--- config.mk ---
export PLATFORM = sky130hd
export DESIGN_NAME = pmrc_top
export DESIGN_NICKNAME = d
export VERILOG_FILES = /design/src/hdl/pmrc_pkg.sv /design/src/hdl/pmrc_rst_if.sv /design/src/hdl/pmrc_rst_seq.sv /design/src/hdl/pmrc_top.sv
export SDC_FILE = /design/constraint.sdc
export NUM_CORES = 1
export LEC_CHECK = 0
export ABC_AREA = 0
export BUFFER_PORTS_ARGS = -buffer_cell sky130_fd_sc_hd__buf_2
export CORE_AREA = 5 5 75 60
export DETAILED_ROUTE_END_ITERATION = 12
export DIE_AREA = 0 0 80 65
export PLACE_DENSITY_LB_ADDON = 0.2
export SLEW_MARGIN = 20
export SYNTH_ARGS = -nofsm -noshare
export SYNTH_HDL_FRONTEND = slang
export SYNTH_SLANG_ARGS = --single-unit
--- constraint.sdc ---
create_clock -name clock -period 1.75 [get_ports clock]
set_clock_uncertainty 0.15 [all_clocks]
set_input_delay 0.175 -clock clock [delete_from_list [all_inputs] [get_ports clock]]
set_output_delay 0.175 -clock clock [all_outputs]
set_load 0.05 [all_outputs]
--- src/hdl/pmrc_pkg.sv ---
// Behaviour
// - Writing reset bit resets state machines immediately
// - Reset bit self-clears when reset completes
// - Software reset acts on pages six, eighteen
// - Codes 000/001 select RGMII/SGMII to copper
// - Codes 010/011/100 select fiber or SGMII media
// - New path selection applies only at reset
// - Path field resets to 111 or 000
package pmrc_pkg;
  localparam logic [7:0] PMRC_OFF_CTRL = 8'h14;
  localparam logic [7:0] PMRC_OFF_STAT = 8'h18;
  localparam int PMRC_RST_BIT = 15;
  localparam int PMRC_MODE_HI = 2;
  localparam logic [15:0] PMRC_CTRL_RESET = 16'h0200;
  localparam logic [15:0] PMRC_CTRL_WMASK = 16'h7ffb;
  localparam int PMRC_RST_NS = 100;
  localparam int PMRC_CLK_NS = 20;
  localparam int PMRC_RST_CYC = (PMRC_RST_NS + PMRC_CLK_NS - 1) / PMRC_CLK_NS;
  localparam logic [3:0] PMRC_RST_CNT = 4'(PMRC_RST_CYC);
  localparam logic [2:0] PMRC_MODE_UNCONF = 3'h7;
  localparam logic [2:0] PMRC_MODE_RGMII_CU = 3'h0;
  typedef enum logic [2:0] {
    PMRC_PATH_RGMII_CU, PMRC_PATH_SGMII_CU, PMRC_PATH_RGMII_1000X,
    PMRC_PATH_RGMII_100FX, PMRC_PATH_RGMII_SGMII, PMRC_PATH_NONE
  } pmrc_path_e;
endpackage

--- src/hdl/pmrc_rst_if.sv ---
`timescale 1ns/1ps
`default_nettype none
// Carries the reset request and the sequencer answer
interface pmrc_rst_if;
  logic start;
  logic busy;
  logic pulse;
  modport ctrl (output start, input busy, input pulse);
  modport seq (input start, output busy, output pulse);
endinterface // pmrc_rst_if
`default_nettype wire

--- src/hdl/pmrc_rst_seq.sv ---
`timescale 1ns/1ps
`default_nettype none
// Holds the soft reset for a fixed number of cycles
module pmrc_rst_seq (
  input wire logic clock,
  input wire logic rst_n,
  pmrc_rst_if.seq rif
);
  logic [3:0] cnt_reg;
  // Counter loads on start only when zero (a start while busy is ignored); busy while non-zero
  always_ff @(posedge clock or negedge rst_n) begin
    if (!rst_n) begin
      cnt_reg <= 4'h0;
    end else if (rif.start && cnt_reg == 4'h0) begin
      cnt_reg <= pmrc_pkg::PMRC_RST_CNT;
    end else if (cnt_reg != 4'h0) begin
      cnt_reg <= cnt_reg - 4'h1;
    end
  end
  assign rif.busy = (cnt_reg != 4'h0);
  assign rif.pulse = rif.busy;
endmodule // pmrc_rst_seq
`default_nettype wire

--- src/hdl/pmrc_top.sv ---
// The APB interface to the registers was decided locally.
`timescale 1ns/1ps
`default_nettype none
module pmrc_top #(
  parameter logic [2:0] MODE_RESET = 3'h7 // 111 or 000 depending on variant
) (
  input wire logic clock,
  input wire logic rst_n,
  input wire logic psel,
  input wire logic penable,
  input wire logic pwrite,
  input wire logic [7:0] paddr,
  input wire logic [31:0] pwdata,
  output logic [31:0] prdata,
  output logic pready,
  output logic pslverr,
  output logic soft_reset,
  output logic [2:0] path_mode,
  output logic path_valid,
  output logic pages_reset
);
  pmrc_rst_if rif ();
  logic [15:0] ctrl_reg;
  logic [2:0] mode_act_reg;
  logic busy_d_reg;
  logic [31:0] prdata_next;
  logic wr_ctrl;
  logic acc;
  logic done;

  pmrc_rst_seq u_seq (
    .clock(clock),
    .rst_n(rst_n),
    .rif(rif)
  );

  // Decode a mode code to an operating path
  function automatic pmrc_pkg::pmrc_path_e decode_path(input logic [2:0] m);
    unique case (m)
      3'h0: decode_path = pmrc_pkg::PMRC_PATH_RGMII_CU;
      3'h1: decode_path = pmrc_pkg::PMRC_PATH_SGMII_CU;
      3'h2: decode_path = pmrc_pkg::PMRC_PATH_RGMII_1000X;
      3'h3: decode_path = pmrc_pkg::PMRC_PATH_RGMII_100FX;
      3'h4: decode_path = pmrc_pkg::PMRC_PATH_RGMII_SGMII;
      default: decode_path = pmrc_pkg::PMRC_PATH_NONE;
    endcase
  endfunction

  // Zero wait-state slave; unmapped addresses answer with an error
  assign acc = psel && penable;
  assign pready = 1'b1;
  assign pslverr = acc && paddr != pmrc_pkg::PMRC_OFF_CTRL
                   && paddr != pmrc_pkg::PMRC_OFF_STAT;
  assign wr_ctrl = acc && pwrite && paddr == pmrc_pkg::PMRC_OFF_CTRL;
  assign rif.start = wr_ctrl && pwdata[pmrc_pkg::PMRC_RST_BIT];
  assign done = busy_d_reg && !rif.busy;

  // Control register; reserved bits stored as written, software keeps them
  always_ff @(posedge clock or negedge rst_n) begin
    if (!rst_n) begin
      ctrl_reg <= pmrc_pkg::PMRC_CTRL_RESET;
      ctrl_reg[pmrc_pkg::PMRC_MODE_HI:0] <= MODE_RESET;
    end else begin
      if (wr_ctrl) begin
        // Reserved bits are stored as written; keeping them fixed is up to software
        ctrl_reg[pmrc_pkg::PMRC_RST_BIT-1:0] <= pwdata[pmrc_pkg::PMRC_RST_BIT-1:0];
      end
      if (rif.start) begin
        ctrl_reg[pmrc_pkg::PMRC_RST_BIT] <= 1'b1;
      end else if (done) begin
        ctrl_reg[pmrc_pkg::PMRC_RST_BIT] <= 1'b0;
      end
    end
  end

  // Active path only moves when the soft reset runs
  always_ff @(posedge clock or negedge rst_n) begin
    if (!rst_n) begin
      mode_act_reg <= MODE_RESET;
      busy_d_reg <= 1'b0;
    end else begin
      busy_d_reg <= rif.busy;
      if (rif.start) begin
        mode_act_reg <= wr_ctrl ? pwdata[pmrc_pkg::PMRC_MODE_HI:0]
                                : ctrl_reg[pmrc_pkg::PMRC_MODE_HI:0];
      end
    end
  end

  // Read mux; status shows active mode and busy
  always_comb begin
    prdata_next = 32'h0;
    if (paddr == pmrc_pkg::PMRC_OFF_CTRL) begin
      prdata_next = {16'h0, ctrl_reg};
    end else if (paddr == pmrc_pkg::PMRC_OFF_STAT) begin
      prdata_next = {27'h0, rif.busy, path_valid, mode_act_reg};
    end
  end
  assign prdata = prdata_next;

  // Soft reset held while sequencer runs; clears pages 6 and 18 too
  assign soft_reset = rif.busy || rif.start;
  assign pages_reset = soft_reset;
  assign path_mode = mode_act_reg;
  assign path_valid = decode_path(mode_act_reg) != pmrc_pkg::PMRC_PATH_NONE;

  a_rst_start: assert property (@(posedge clock) disable iff (!rst_n)
    rif.start |-> soft_reset) else $error("soft reset not immediate");
  a_rst_clear: assert property (@(posedge clock) disable iff (!rst_n)
    rif.start |-> ##[1:8] !ctrl_reg[pmrc_pkg::PMRC_RST_BIT]) else $error("reset bit stuck");
  a_pages_rst: assert property (@(posedge clock) disable iff (!rst_n)
    pages_reset == soft_reset) else $error("pages not reset");
  a_mode_hold: assert property (@(posedge clock) disable iff (!rst_n)
    !$past(rif.start) |-> $stable(mode_act_reg)) else $error("mode moved");
  a_mode_take: assert property (@(posedge clock) disable iff (!rst_n)
    rif.start |=> mode_act_reg == $past(pwdata[pmrc_pkg::PMRC_MODE_HI:0]))
    else $error("mode not taken");
  a_path_cu: assert property (@(posedge clock) disable iff (!rst_n)
    mode_act_reg <= 3'h4 |-> path_valid) else $error("valid path lost");
  a_path_bad: assert property (@(posedge clock) disable iff (!rst_n)
    mode_act_reg > 3'h4 |-> !path_valid) else $error("bad path valid");
  a_bit_sc: assert property (@(posedge clock) disable iff (!rst_n)
    ctrl_reg[pmrc_pkg::PMRC_RST_BIT] |-> rif.busy || $past(rif.busy) || $past(rif.start))
    else $error("reset bit without reset");
endmodule // pmrc_top
`default_nettype wire

==> Flow_metrics.wiki, run 1 <==
{| class="wikitable"
! Metric !! Value
|-
| Number of DRC violations after detailed-routing iteration 0 || 19
|-
| Number of nets in the layout || roughly 240
|-
| Netlist area before placement || 1350 µm²
|-
| Antenna Diode Count || 0
|-
| PD cells || between 800 and 900 nW/µm²
|-
| Die Y-Extent || ~65 µm
|-
| Area Overhead vs Synth || 42.2%
|-
| Worst-path fanout max || 2
|-
| Most frequent cell after synthesis || sky130_fd_sc_hd__buf_4
|-
| Maximum number of pins on one net before global-route repair || 25
|-
| Iteration count of the initial detailed-routing pass || 4
|-
| Clock buffer depth || 2
|-
| Most area-consuming cells after synthesis || sky130_fd_sc_hd__dfrtp_1, sky130_fd_sc_hd__dfstp_2, sky130_fd_sc_hd__mux2_2, sky130_fd_sc_hd__buf_4, sky130_fd_sc_hd__and3_1
|-
| CTS tree || built
|-
| Total routing usage reported by global routing || 12.6%
|-
| Std-Cell Rows || 20
|-
| Antenna violations before repair || 0
|-
| Clk_lat worst skew || around 260 ps
|-
| Die footprint || 5200 µm²
|-
| CP Cell Sequence || inv_2, ha_4, nor3b_4, inv_2, a22o_4, buf_8
|-
| Initial core utilization || 35.5%
|-
| Setup violations, final || 3
|-
| Share of post-route cells with drive strength above 1 || 60.8%
|-
| Fin Setup TNS || -285 ps
|-
| Worst rel slew slack || approximately two thirds
|-
| Post-synth EDFFs || 0
|-
| Data arrival at the endpoint of the critical path || roughly 1500 ps
|-
| Number of global-route vias before repair || 1,138
|-
| Final total power || 1.67 mW
|-
| Number of instances in the synthesized netlist || around 120
|-
| Wire length of the first global-routing pass || between 5 and 6 mm
|-
| Register clock-pin slew on the reported worst setup and hold paths || 80 ps
|-
| Core footprint || 3800 µm²
|-
| Total count of hold-check failures in the final report || 0
|-
| Drc violations || 0
|-
| Global route total overflow || 0
|-
| Result of the run || finished, violations left
|-
| Number of routed nets with antenna violations || 0
|-
| Number of buffers created by CTS || 3
|-
| Part of the power in combinational logic || a little under two fifths
|-
| Crit-path max cell delay || 400 ps
|-
| Yosys top cell area share || 31.5%
|-
| Critical path's most frequent cell || sky130_fd_sc_hd__inv_2
|-
| LEAKAGE || 1.06 nW
|-
| Max-Cap Viols || 0
|-
| Sequential share of the synthesized area || 45.2%
|-
| Number of flip-flops in the largest register || 16
|-
| Root buffer selected by CTS || sky130_fd_sc_hd__clkbuf_8
|-
| Setup repair after global routing missed its margin || true
|-
| Ratio of final minimum period to clock period || 106%
|-
| Share of total power in sequential cells || 40.3%
|-
| Clock period minus worst slack || roughly 1900 ps
|-
| Per-cell via count in the routed design || 4.45
|-
| Maximum ir drop on the vdd rail || 0.437 mV
|-
| Standard cell with the maximum stage delay on the critical path || sky130_fd_sc_hd__dfrtp_1
|-
| Endpoint kind of the worst setup timing path || primary output
|-
| H-tree depth reported by CTS || 1
|-
| Post-Route Hold Slack || 5.84 ps
|-
| Violations in the final reports || setup timing
|-
| Critical Path Start Type || flip-flop
|-
| Type of the most critical hold path || input pin to flip-flop
|-
| Placed wire-length estimate after detailed placement || 2.39 mm
|-
| Register bit count reported by yosys || 24
|-
| Cell type contributing the most total cell area after synthesis || sky130_fd_sc_hd__dfrtp_1
|-
| Share of flip-flops with an asynchronous set or reset || 100%
|-
| Synth warnings || 0
|-
| Count of boundary I/O pins || 85
|-
| Gpl congestion || approximately 0.77
|-
| Final worst-path setup slack || -102 ps
|-
| Die X || approximately 80 µm
|-
| Fillers || 345
|-
| Slew of the pin with the lowest slew margin || 509 ps
|-
| Final max-slew violation count || 0
|-
| Post-Route WL || 3.20 mm
|-
| Sw power || 0.559 mW
|-
| Synth unique cells || 30
|-
| Routed vias || 1,085
|-
| Number of clock sinks seen by CTS || 24
|-
| Cell-internal power || 1.11 mW
|-
| Clock network fraction of design power || 21.7%
|-
| Average wire per cell in the routed design || 13.1 µm
|-
| Max Freq || around 540 MHz
|-
| Required @ worst endpoint || 1420 ps
|-
| Worst hold path cell count || 2
|-
| Commonest cells in the netlist || sky130_fd_sc_hd__buf_4, sky130_fd_sc_hd__dfrtp_1, sky130_fd_sc_hd__mux2_2
|-
| Sw frac || 33.4%
|-
| Critical path type || flip-flop to primary output
|-
| Average footprint of a synthesized cell || between 10 and 15 µm²
|-
| Register-to-Register Path Depth || 6
|-
| Prevailing post-synth register cell || sky130_fd_sc_hd__dfrtp_1
|-
| Input/output buffers || 51
|}
per-stage QoR:
stage          util [%]  std cells  instance area (µm²)  setup WS, ps
2_1_floorplan         -        132                 1440         -70.2
3_3_place_gp       43.8        222                 1670          40.3
3_5_place_dp       43.8        222                 1670          24.8
4_1_cts            49.6        241                 1890         -96.8
5_1_grt            50.4        244                 1920          -168
6_report           50.4        244                 1920          -102
layout by cell type (no fill, tap or decap), types with 2 or more instances in the layout:
cell type and n:
sky130_fd_sc_hd__mux2_2 15, sky130_fd_sc_hd__buf_4 14, sky130_fd_sc_hd__nand2_1 2, sky130_fd_sc_hd__and3_2 2, sky130_fd_sc_hd__a21oi_1 2, sky130_fd_sc_hd__conb_1 17
sky130_fd_sc_hd__dlygate4sd3_1 10, sky130_fd_sc_hd__and3_1 10, sky130_fd_sc_hd__nor4b_4 2, sky130_fd_sc_hd__a22o_2 3, sky130_fd_sc_hd__buf_2 47, sky130_fd_sc_hd__mux2_4 3
sky130_fd_sc_hd__inv_2 3, sky130_fd_sc_hd__dfstp_2 7, sky130_fd_sc_hd__nor2_1 5, sky130_fd_sc_hd__clkbuf_8 4, sky130_fd_sc_hd__clkbuf_4 3, sky130_fd_sc_hd__dfrtp_1 17
path summary, 6_finish.rpt:
| kind | startpoint | slack [ps] | to |
|---|---|---|---|
| setup / recovery | u_seq.cnt_reg[1] | -100 | prdata[4] |
| hold / removal | pwdata[8] | 6 | ctrl_reg[8] |
| setup reg to reg | u_seq.cnt_reg[1] | 240 | u_seq.cnt_reg[1] |
| hold reg to reg | ctrl_reg[12] | 360 | ctrl_reg[12] |
| max in group asynchronous | rst_n | 810 | path_mode[2] |
| min in group asynchronous | rst_n | 280 | ctrl_reg[10] |
area by class of cell:
class / instances / area (µm²) / share of cell area, %
timing repair buffer: 76 / 498 / 26.0
inverter: 4 / 15.0 / 0.783
multi-input combinational: 81 / 672 / 35.0
tap: 55 / 68.8 / 3.59
clock buffer: 4 / 55.1 / 2.87
sequential: 24 / 609 / 31.8
per-layer routing:
metal  GRT usage (%)  wire length (µm)
met2            21.9              1540
met1            15.4              1350
met5               0                 0
met4            3.16                27
met3            3.47               285
worst max-delay path: cells and delay by family (launching register included):
kind | cells | cell delay, ps
compound gates | 1 | 230
flops | 1 | 400
buf+inv | 3 | 300
simple gates | 1 | 200
fa+ha+maj | 1 | 130
logic make-up (layout without fill, tap and decap cells):
kind of cell / count (synthesis) / in the layout / share of synthesized area [%]
other: 2 / 17 / 0.557
adder cells (fa/ha/maj): 2 / 2 / 1.85
buffers and inverters: 27 / 84 / 13.1
AO/OA/AOI/OAI: 11 / 11 / 5.94
XOR/XNOR: 1 / 1 / 0.649
flip-flops: 24 / 24 / 45.2
AND/OR/NAND/NOR: 32 / 32 / 16.9
multiplexers: 18 / 18 / 15.9
what timing repair did:
action,in CTS,in global routing
setup buffers,5,3
pin swaps,1,1
hold buffers,10,0
gates resized for setup,9,3
hold endpoints to repair,26,0
gates cloned,0,0
endpoints found under the setup margin,3,7
power by group through the flow:
stage	Clock [mW]	Sequential [mW]	Combinational, mW
after floorplan	0	0.675	0.397
after global placement	0	0.680	0.456
after detailed placement	0	0.684	0.468
after CTS	0.376	0.672	0.597
after global routing	0.395	0.679	0.713
final	0.363	0.673	0.635
Power figures use the tool's default switching activity.
==> run 2, diff against run 1 <==
--- a/config.mk
+++ b/config.mk
@@ -7,9 +7,10 @@
 export LEC_CHECK = 0
 export ABC_AREA = 0
 export BUFFER_PORTS_ARGS = -buffer_cell sky130_fd_sc_hd__buf_2
-export CORE_AREA = 5 5 75 60
+export CORE_AREA = 5 5 74 59
+export CTS_BUF_LIST = sky130_fd_sc_hd__clkbuf_4
 export DETAILED_ROUTE_END_ITERATION = 12
-export DIE_AREA = 0 0 80 65
+export DIE_AREA = 0 0 79 64
 export PLACE_DENSITY_LB_ADDON = 0.2
 export SLEW_MARGIN = 20
 export SYNTH_ARGS = -nofsm -noshare
==> run 2 against run 1 <==
  * The run still ends with setup timing left
  * Final area rose by 5.1%
  * Via count is 4.0% higher
  * Largest cell class unchanged
  * Die area is 2.8% lower
  * Combinational power fell by 0.6%
  * Flip-flop and latch count did not move
  * Largest power group unchanged
  * Clock power grew 11%
==> Flow_metrics.wiki, run 2 (synthesis results as in run 1) <==
{| class="wikitable"
! Metric !! Value
|-
| Total count of hold-check failures in the final report || 0 (unchanged)
|-
| Max Freq || 527 MHz (-2.4%)
|-
| Violations in the final reports || setup timing
|-
| Ratio of final minimum period to clock period || 108% (+2.6 points)
|-
| Post-Route WL || 3.30 mm (+3.3%)
|-
| Maximum ir drop on the vdd rail || 0.559 mV (+28%)
|-
| Result of the run || finished, violations left
|-
| Final worst-path setup slack || -148 ps (-45.4 ps)
|-
| Most common cell after layout, fill and taps aside || sky130_fd_sc_hd__buf_2
|-
| Worst-path fanout max || 2 (unchanged)
|-
| Storage element area || 609 µm² (unchanged)
|-
| Area occupied by multi-input gates || 694 µm² (+3.4%)
|-
| CP Cell Sequence || inv_2, ha_4, nor3b_4, inv_2, a22o_4, buf_8
|-
| Die Y-Extent || 64 µm (-1.5%)
|-
| Part of the power in combinational logic || 37.0% (-1.0 points)
|-
| PD cells || 846 nW/µm² (-2.9%)
|-
| Standard cell with the maximum stage delay on the critical path || sky130_fd_sc_hd__dfrtp_1
|-
| Global route total overflow || 0 (unchanged)
|-
| Total routing usage reported by global routing || 13.4% (+0.78 points)
|-
| Required @ worst endpoint || 1420 ps (about the same)
|-
| Die X || 79 µm (-1.3%)
|-
| Clock period minus worst slack || 1900 ps (+45.4 ps)
|-
| Final max-slew violation count || 0 (unchanged)
|-
| CTS tree || built
|-
| Post-Route Hold Slack || 48.3 ps (+42.4 ps)
|-
| Count of boundary I/O pins || 85 (unchanged)
|-
| Antenna violations before repair || 0 (unchanged)
|-
| Core footprint || 3540 µm² (-6.9%)
|-
| Critical path's most frequent cell || sky130_fd_sc_hd__inv_2
|-
| Register clock-pin slew on the reported worst setup and hold paths || 130 ps (+50 ps)
|-
| Number of routed nets with antenna violations || 0 (unchanged)
|-
| Placed insts || 210 (-5.4%)
|-
| Crit-path max cell delay || 410 ps (about the same)
|-
| Input/output buffers || 51 (unchanged)
|-
| Worst rel slew slack || 65.4% (-0.59 points)
|-
| Std-Cell Rows || 19 (-5.0%)
|-
| Gpl congestion || 0.787 (+2.8%)
|-
| Placed wire-length estimate after detailed placement || 2.41 mm (+0.61%)
|-
| Critical Path Start Type || flip-flop
|-
| Drc violations || 0 (unchanged)
|-
| Average wire per cell in the routed design || 14.0 µm (+6.8%)
|-
| Sw frac || 33.1% (-0.34 points)
|-
| Data arrival at the endpoint of the critical path || 1570 ps (+40 ps)
|-
| Most used cells in the layout excluding fill and tap cells || sky130_fd_sc_hd__buf_2, sky130_fd_sc_hd__conb_1, sky130_fd_sc_hd__dfrtp_1
|-
| Die footprint || 5060 µm² (-2.8%)
|-
| Root buffer selected by CTS || sky130_fd_sc_hd__clkbuf_4
|-
| Fillers || 301 (-13%)
|-
| Wire length of the first global-routing pass || 5.39 mm (+4.5%)
|-
| Number of DRC violations after detailed-routing iteration 0 || 6 (-13)
|-
| Clk_lat worst skew || 310 ps (+50 ps)
|-
| Endpoint kind of the worst setup timing path || primary output
|-
| H-tree depth reported by CTS || 1 (unchanged)
|-
| Setup repair after global routing missed its margin || true
|-
| Antenna Diode Count || 0 (unchanged)
|-
| Slew of the pin with the lowest slew margin || 518 ps (+8.81 ps)
|-
| Iteration count of the initial detailed-routing pass || 4 (unchanged)
|-
| Number of buffers created by CTS || 3 (unchanged)
|-
| Register-to-Register Path Depth || 6 (unchanged)
|-
| Worst hold path cell count || 4 (+2)
|-
| Initial core utilization || 38.1% (+2.6 points)
|-
| Number of flip-flops in the largest register || 16 (unchanged)
|-
| Share of post-route cells with drive strength above 1 || 58.8% (-2.1 points)
|-
| LEAKAGE || 1.12 nW (+5.0%)
|-
| Setup violations, final || 3 (unchanged)
|-
| Max-Cap Viols || 0 (unchanged)
|-
| Cell-internal power || 1.14 mW (+2.6%)
|-
| Maximum number of pins on one net before global-route repair || 25 (unchanged)
|-
| Type of the most critical hold path || input pin to flip-flop
|-
| Critical path type || flip-flop to primary output
|-
| Number of clock sinks seen by CTS || 24 (unchanged)
|-
| Clock buffer depth || 2 (unchanged)
|-
| Clock network fraction of design power || 23.6% (+1.9 points)
|-
| Share of total power in sequential cells || 39.4% (-0.9 points)
|-
| Per-cell via count in the routed design || 4.78 (+7.5%)
|-
| Number of nets in the layout || 242 (+2.1%)
|-
| Number of global-route vias before repair || 1,210 (+6.3%)
|-
| Area Overhead vs Synth || 49.4%
|-
| Sw power || 0.564 mW (+1.0%)
|-
| Routed vias || 1,128 (+4.0%)
|-
| Non-filler instance count after layout || 236 (-3.3%)
|}
[run 2: changes by cell type in the layout (fill, tap and decap cells not counted), sizes merged]
cell / previous run / this run
clkbuf: 7 / 3
dlygate4sd3: 10 / 16
buf: 63 / 65
bufinv: 0 / 1
[run 2: what timing repair did]
action                                 CTS  global route
setup buffers                            6             0
endpoints found under the hold margin   35             0
resized for setup                       15            12
pin swaps                                1             3
setup endpoints to repair                7             8
hold buffers                            16             0
[run 2: stage by stage]
step / utilization [%] / total power [mW] / setup slack (ps) / area [µm²] / TNS [ps]
2_1_floorplan: - / 1.07 / -70.2 / 1440 / -70.2
6_report: 56.9 / 1.70 / -148 / 2020 / -399
3_3_place_gp: 46.8 / 1.13 / -19.7 / 1660 / -87.2
3_5_place_dp: 46.8 / 1.15 / -37.3 / 1660 / -173
5_1_grt: 56.9 / 1.80 / -224 / 2020 / -719
4_1_cts: 55.3 / 1.70 / -149 / 1960 / -402
[run 2: cell type report]
class                   count  share of cell area, %
flip-flops and latches     24                   30.2
well taps                  42                   2.61
multi-input cells          81                   34.5
repair buffers             81                   29.4
clock inverters             1                   1.49
inverters                   4                  0.745
clock buffers               3                   1.12
[run 2: critical path, delay by kind of cell (launching register included)]
kind,cells,cell delay (ps)
flip-flops,1,410
buffers and inverters,3,290
AO/OA/AOI/OAI,1,230
AND/OR/NAND/NOR,1,200
adder cells (fa/ha/maj),1,130
[run 2: power by group through the flow]
| stage | clock (mW) | combinational, mW | sequential [mW] |
|---|---|---|---|
| 4_1_cts | 0.413 | 0.618 | 0.673 |
| 5_1_grt | 0.429 | 0.692 | 0.681 |
| 2_1_floorplan | 0 | 0.397 | 0.675 |
| 3_3_place_gp | 0 | 0.454 | 0.679 |
| 6_report | 0.402 | 0.631 | 0.672 |
| 3_5_place_dp | 0 | 0.470 | 0.685 |
[run 2: routing by layer]
metal / vias up / global-route usage, % / share of wire (%)
met5: - / 0 / 0
met2: 51 / 22.1 / 45
met4: 0 / 5.15 / 1.5
li1: 526 / - / -
met3: 5 / 3.37 / 8.5
met1: 546 / 17.0 / 45
[run 2: worst paths after layout]
check / slack (ps) / to / from
worst max-delay path: -150 / prdata[4] / u_seq.cnt_reg[0]
max in group asynchronous: 880 / ctrl_reg[2] / rst_n
worst max register to register: 250 / u_seq.cnt_reg[1] / u_seq.cnt_reg[0]
min in group asynchronous: 200 / ctrl_reg[11] / rst_n
worst min-delay path: 50 / u_seq.cnt_reg[0] / paddr[3]
worst min register to register: 360 / ctrl_reg[5] / ctrl_reg[5]
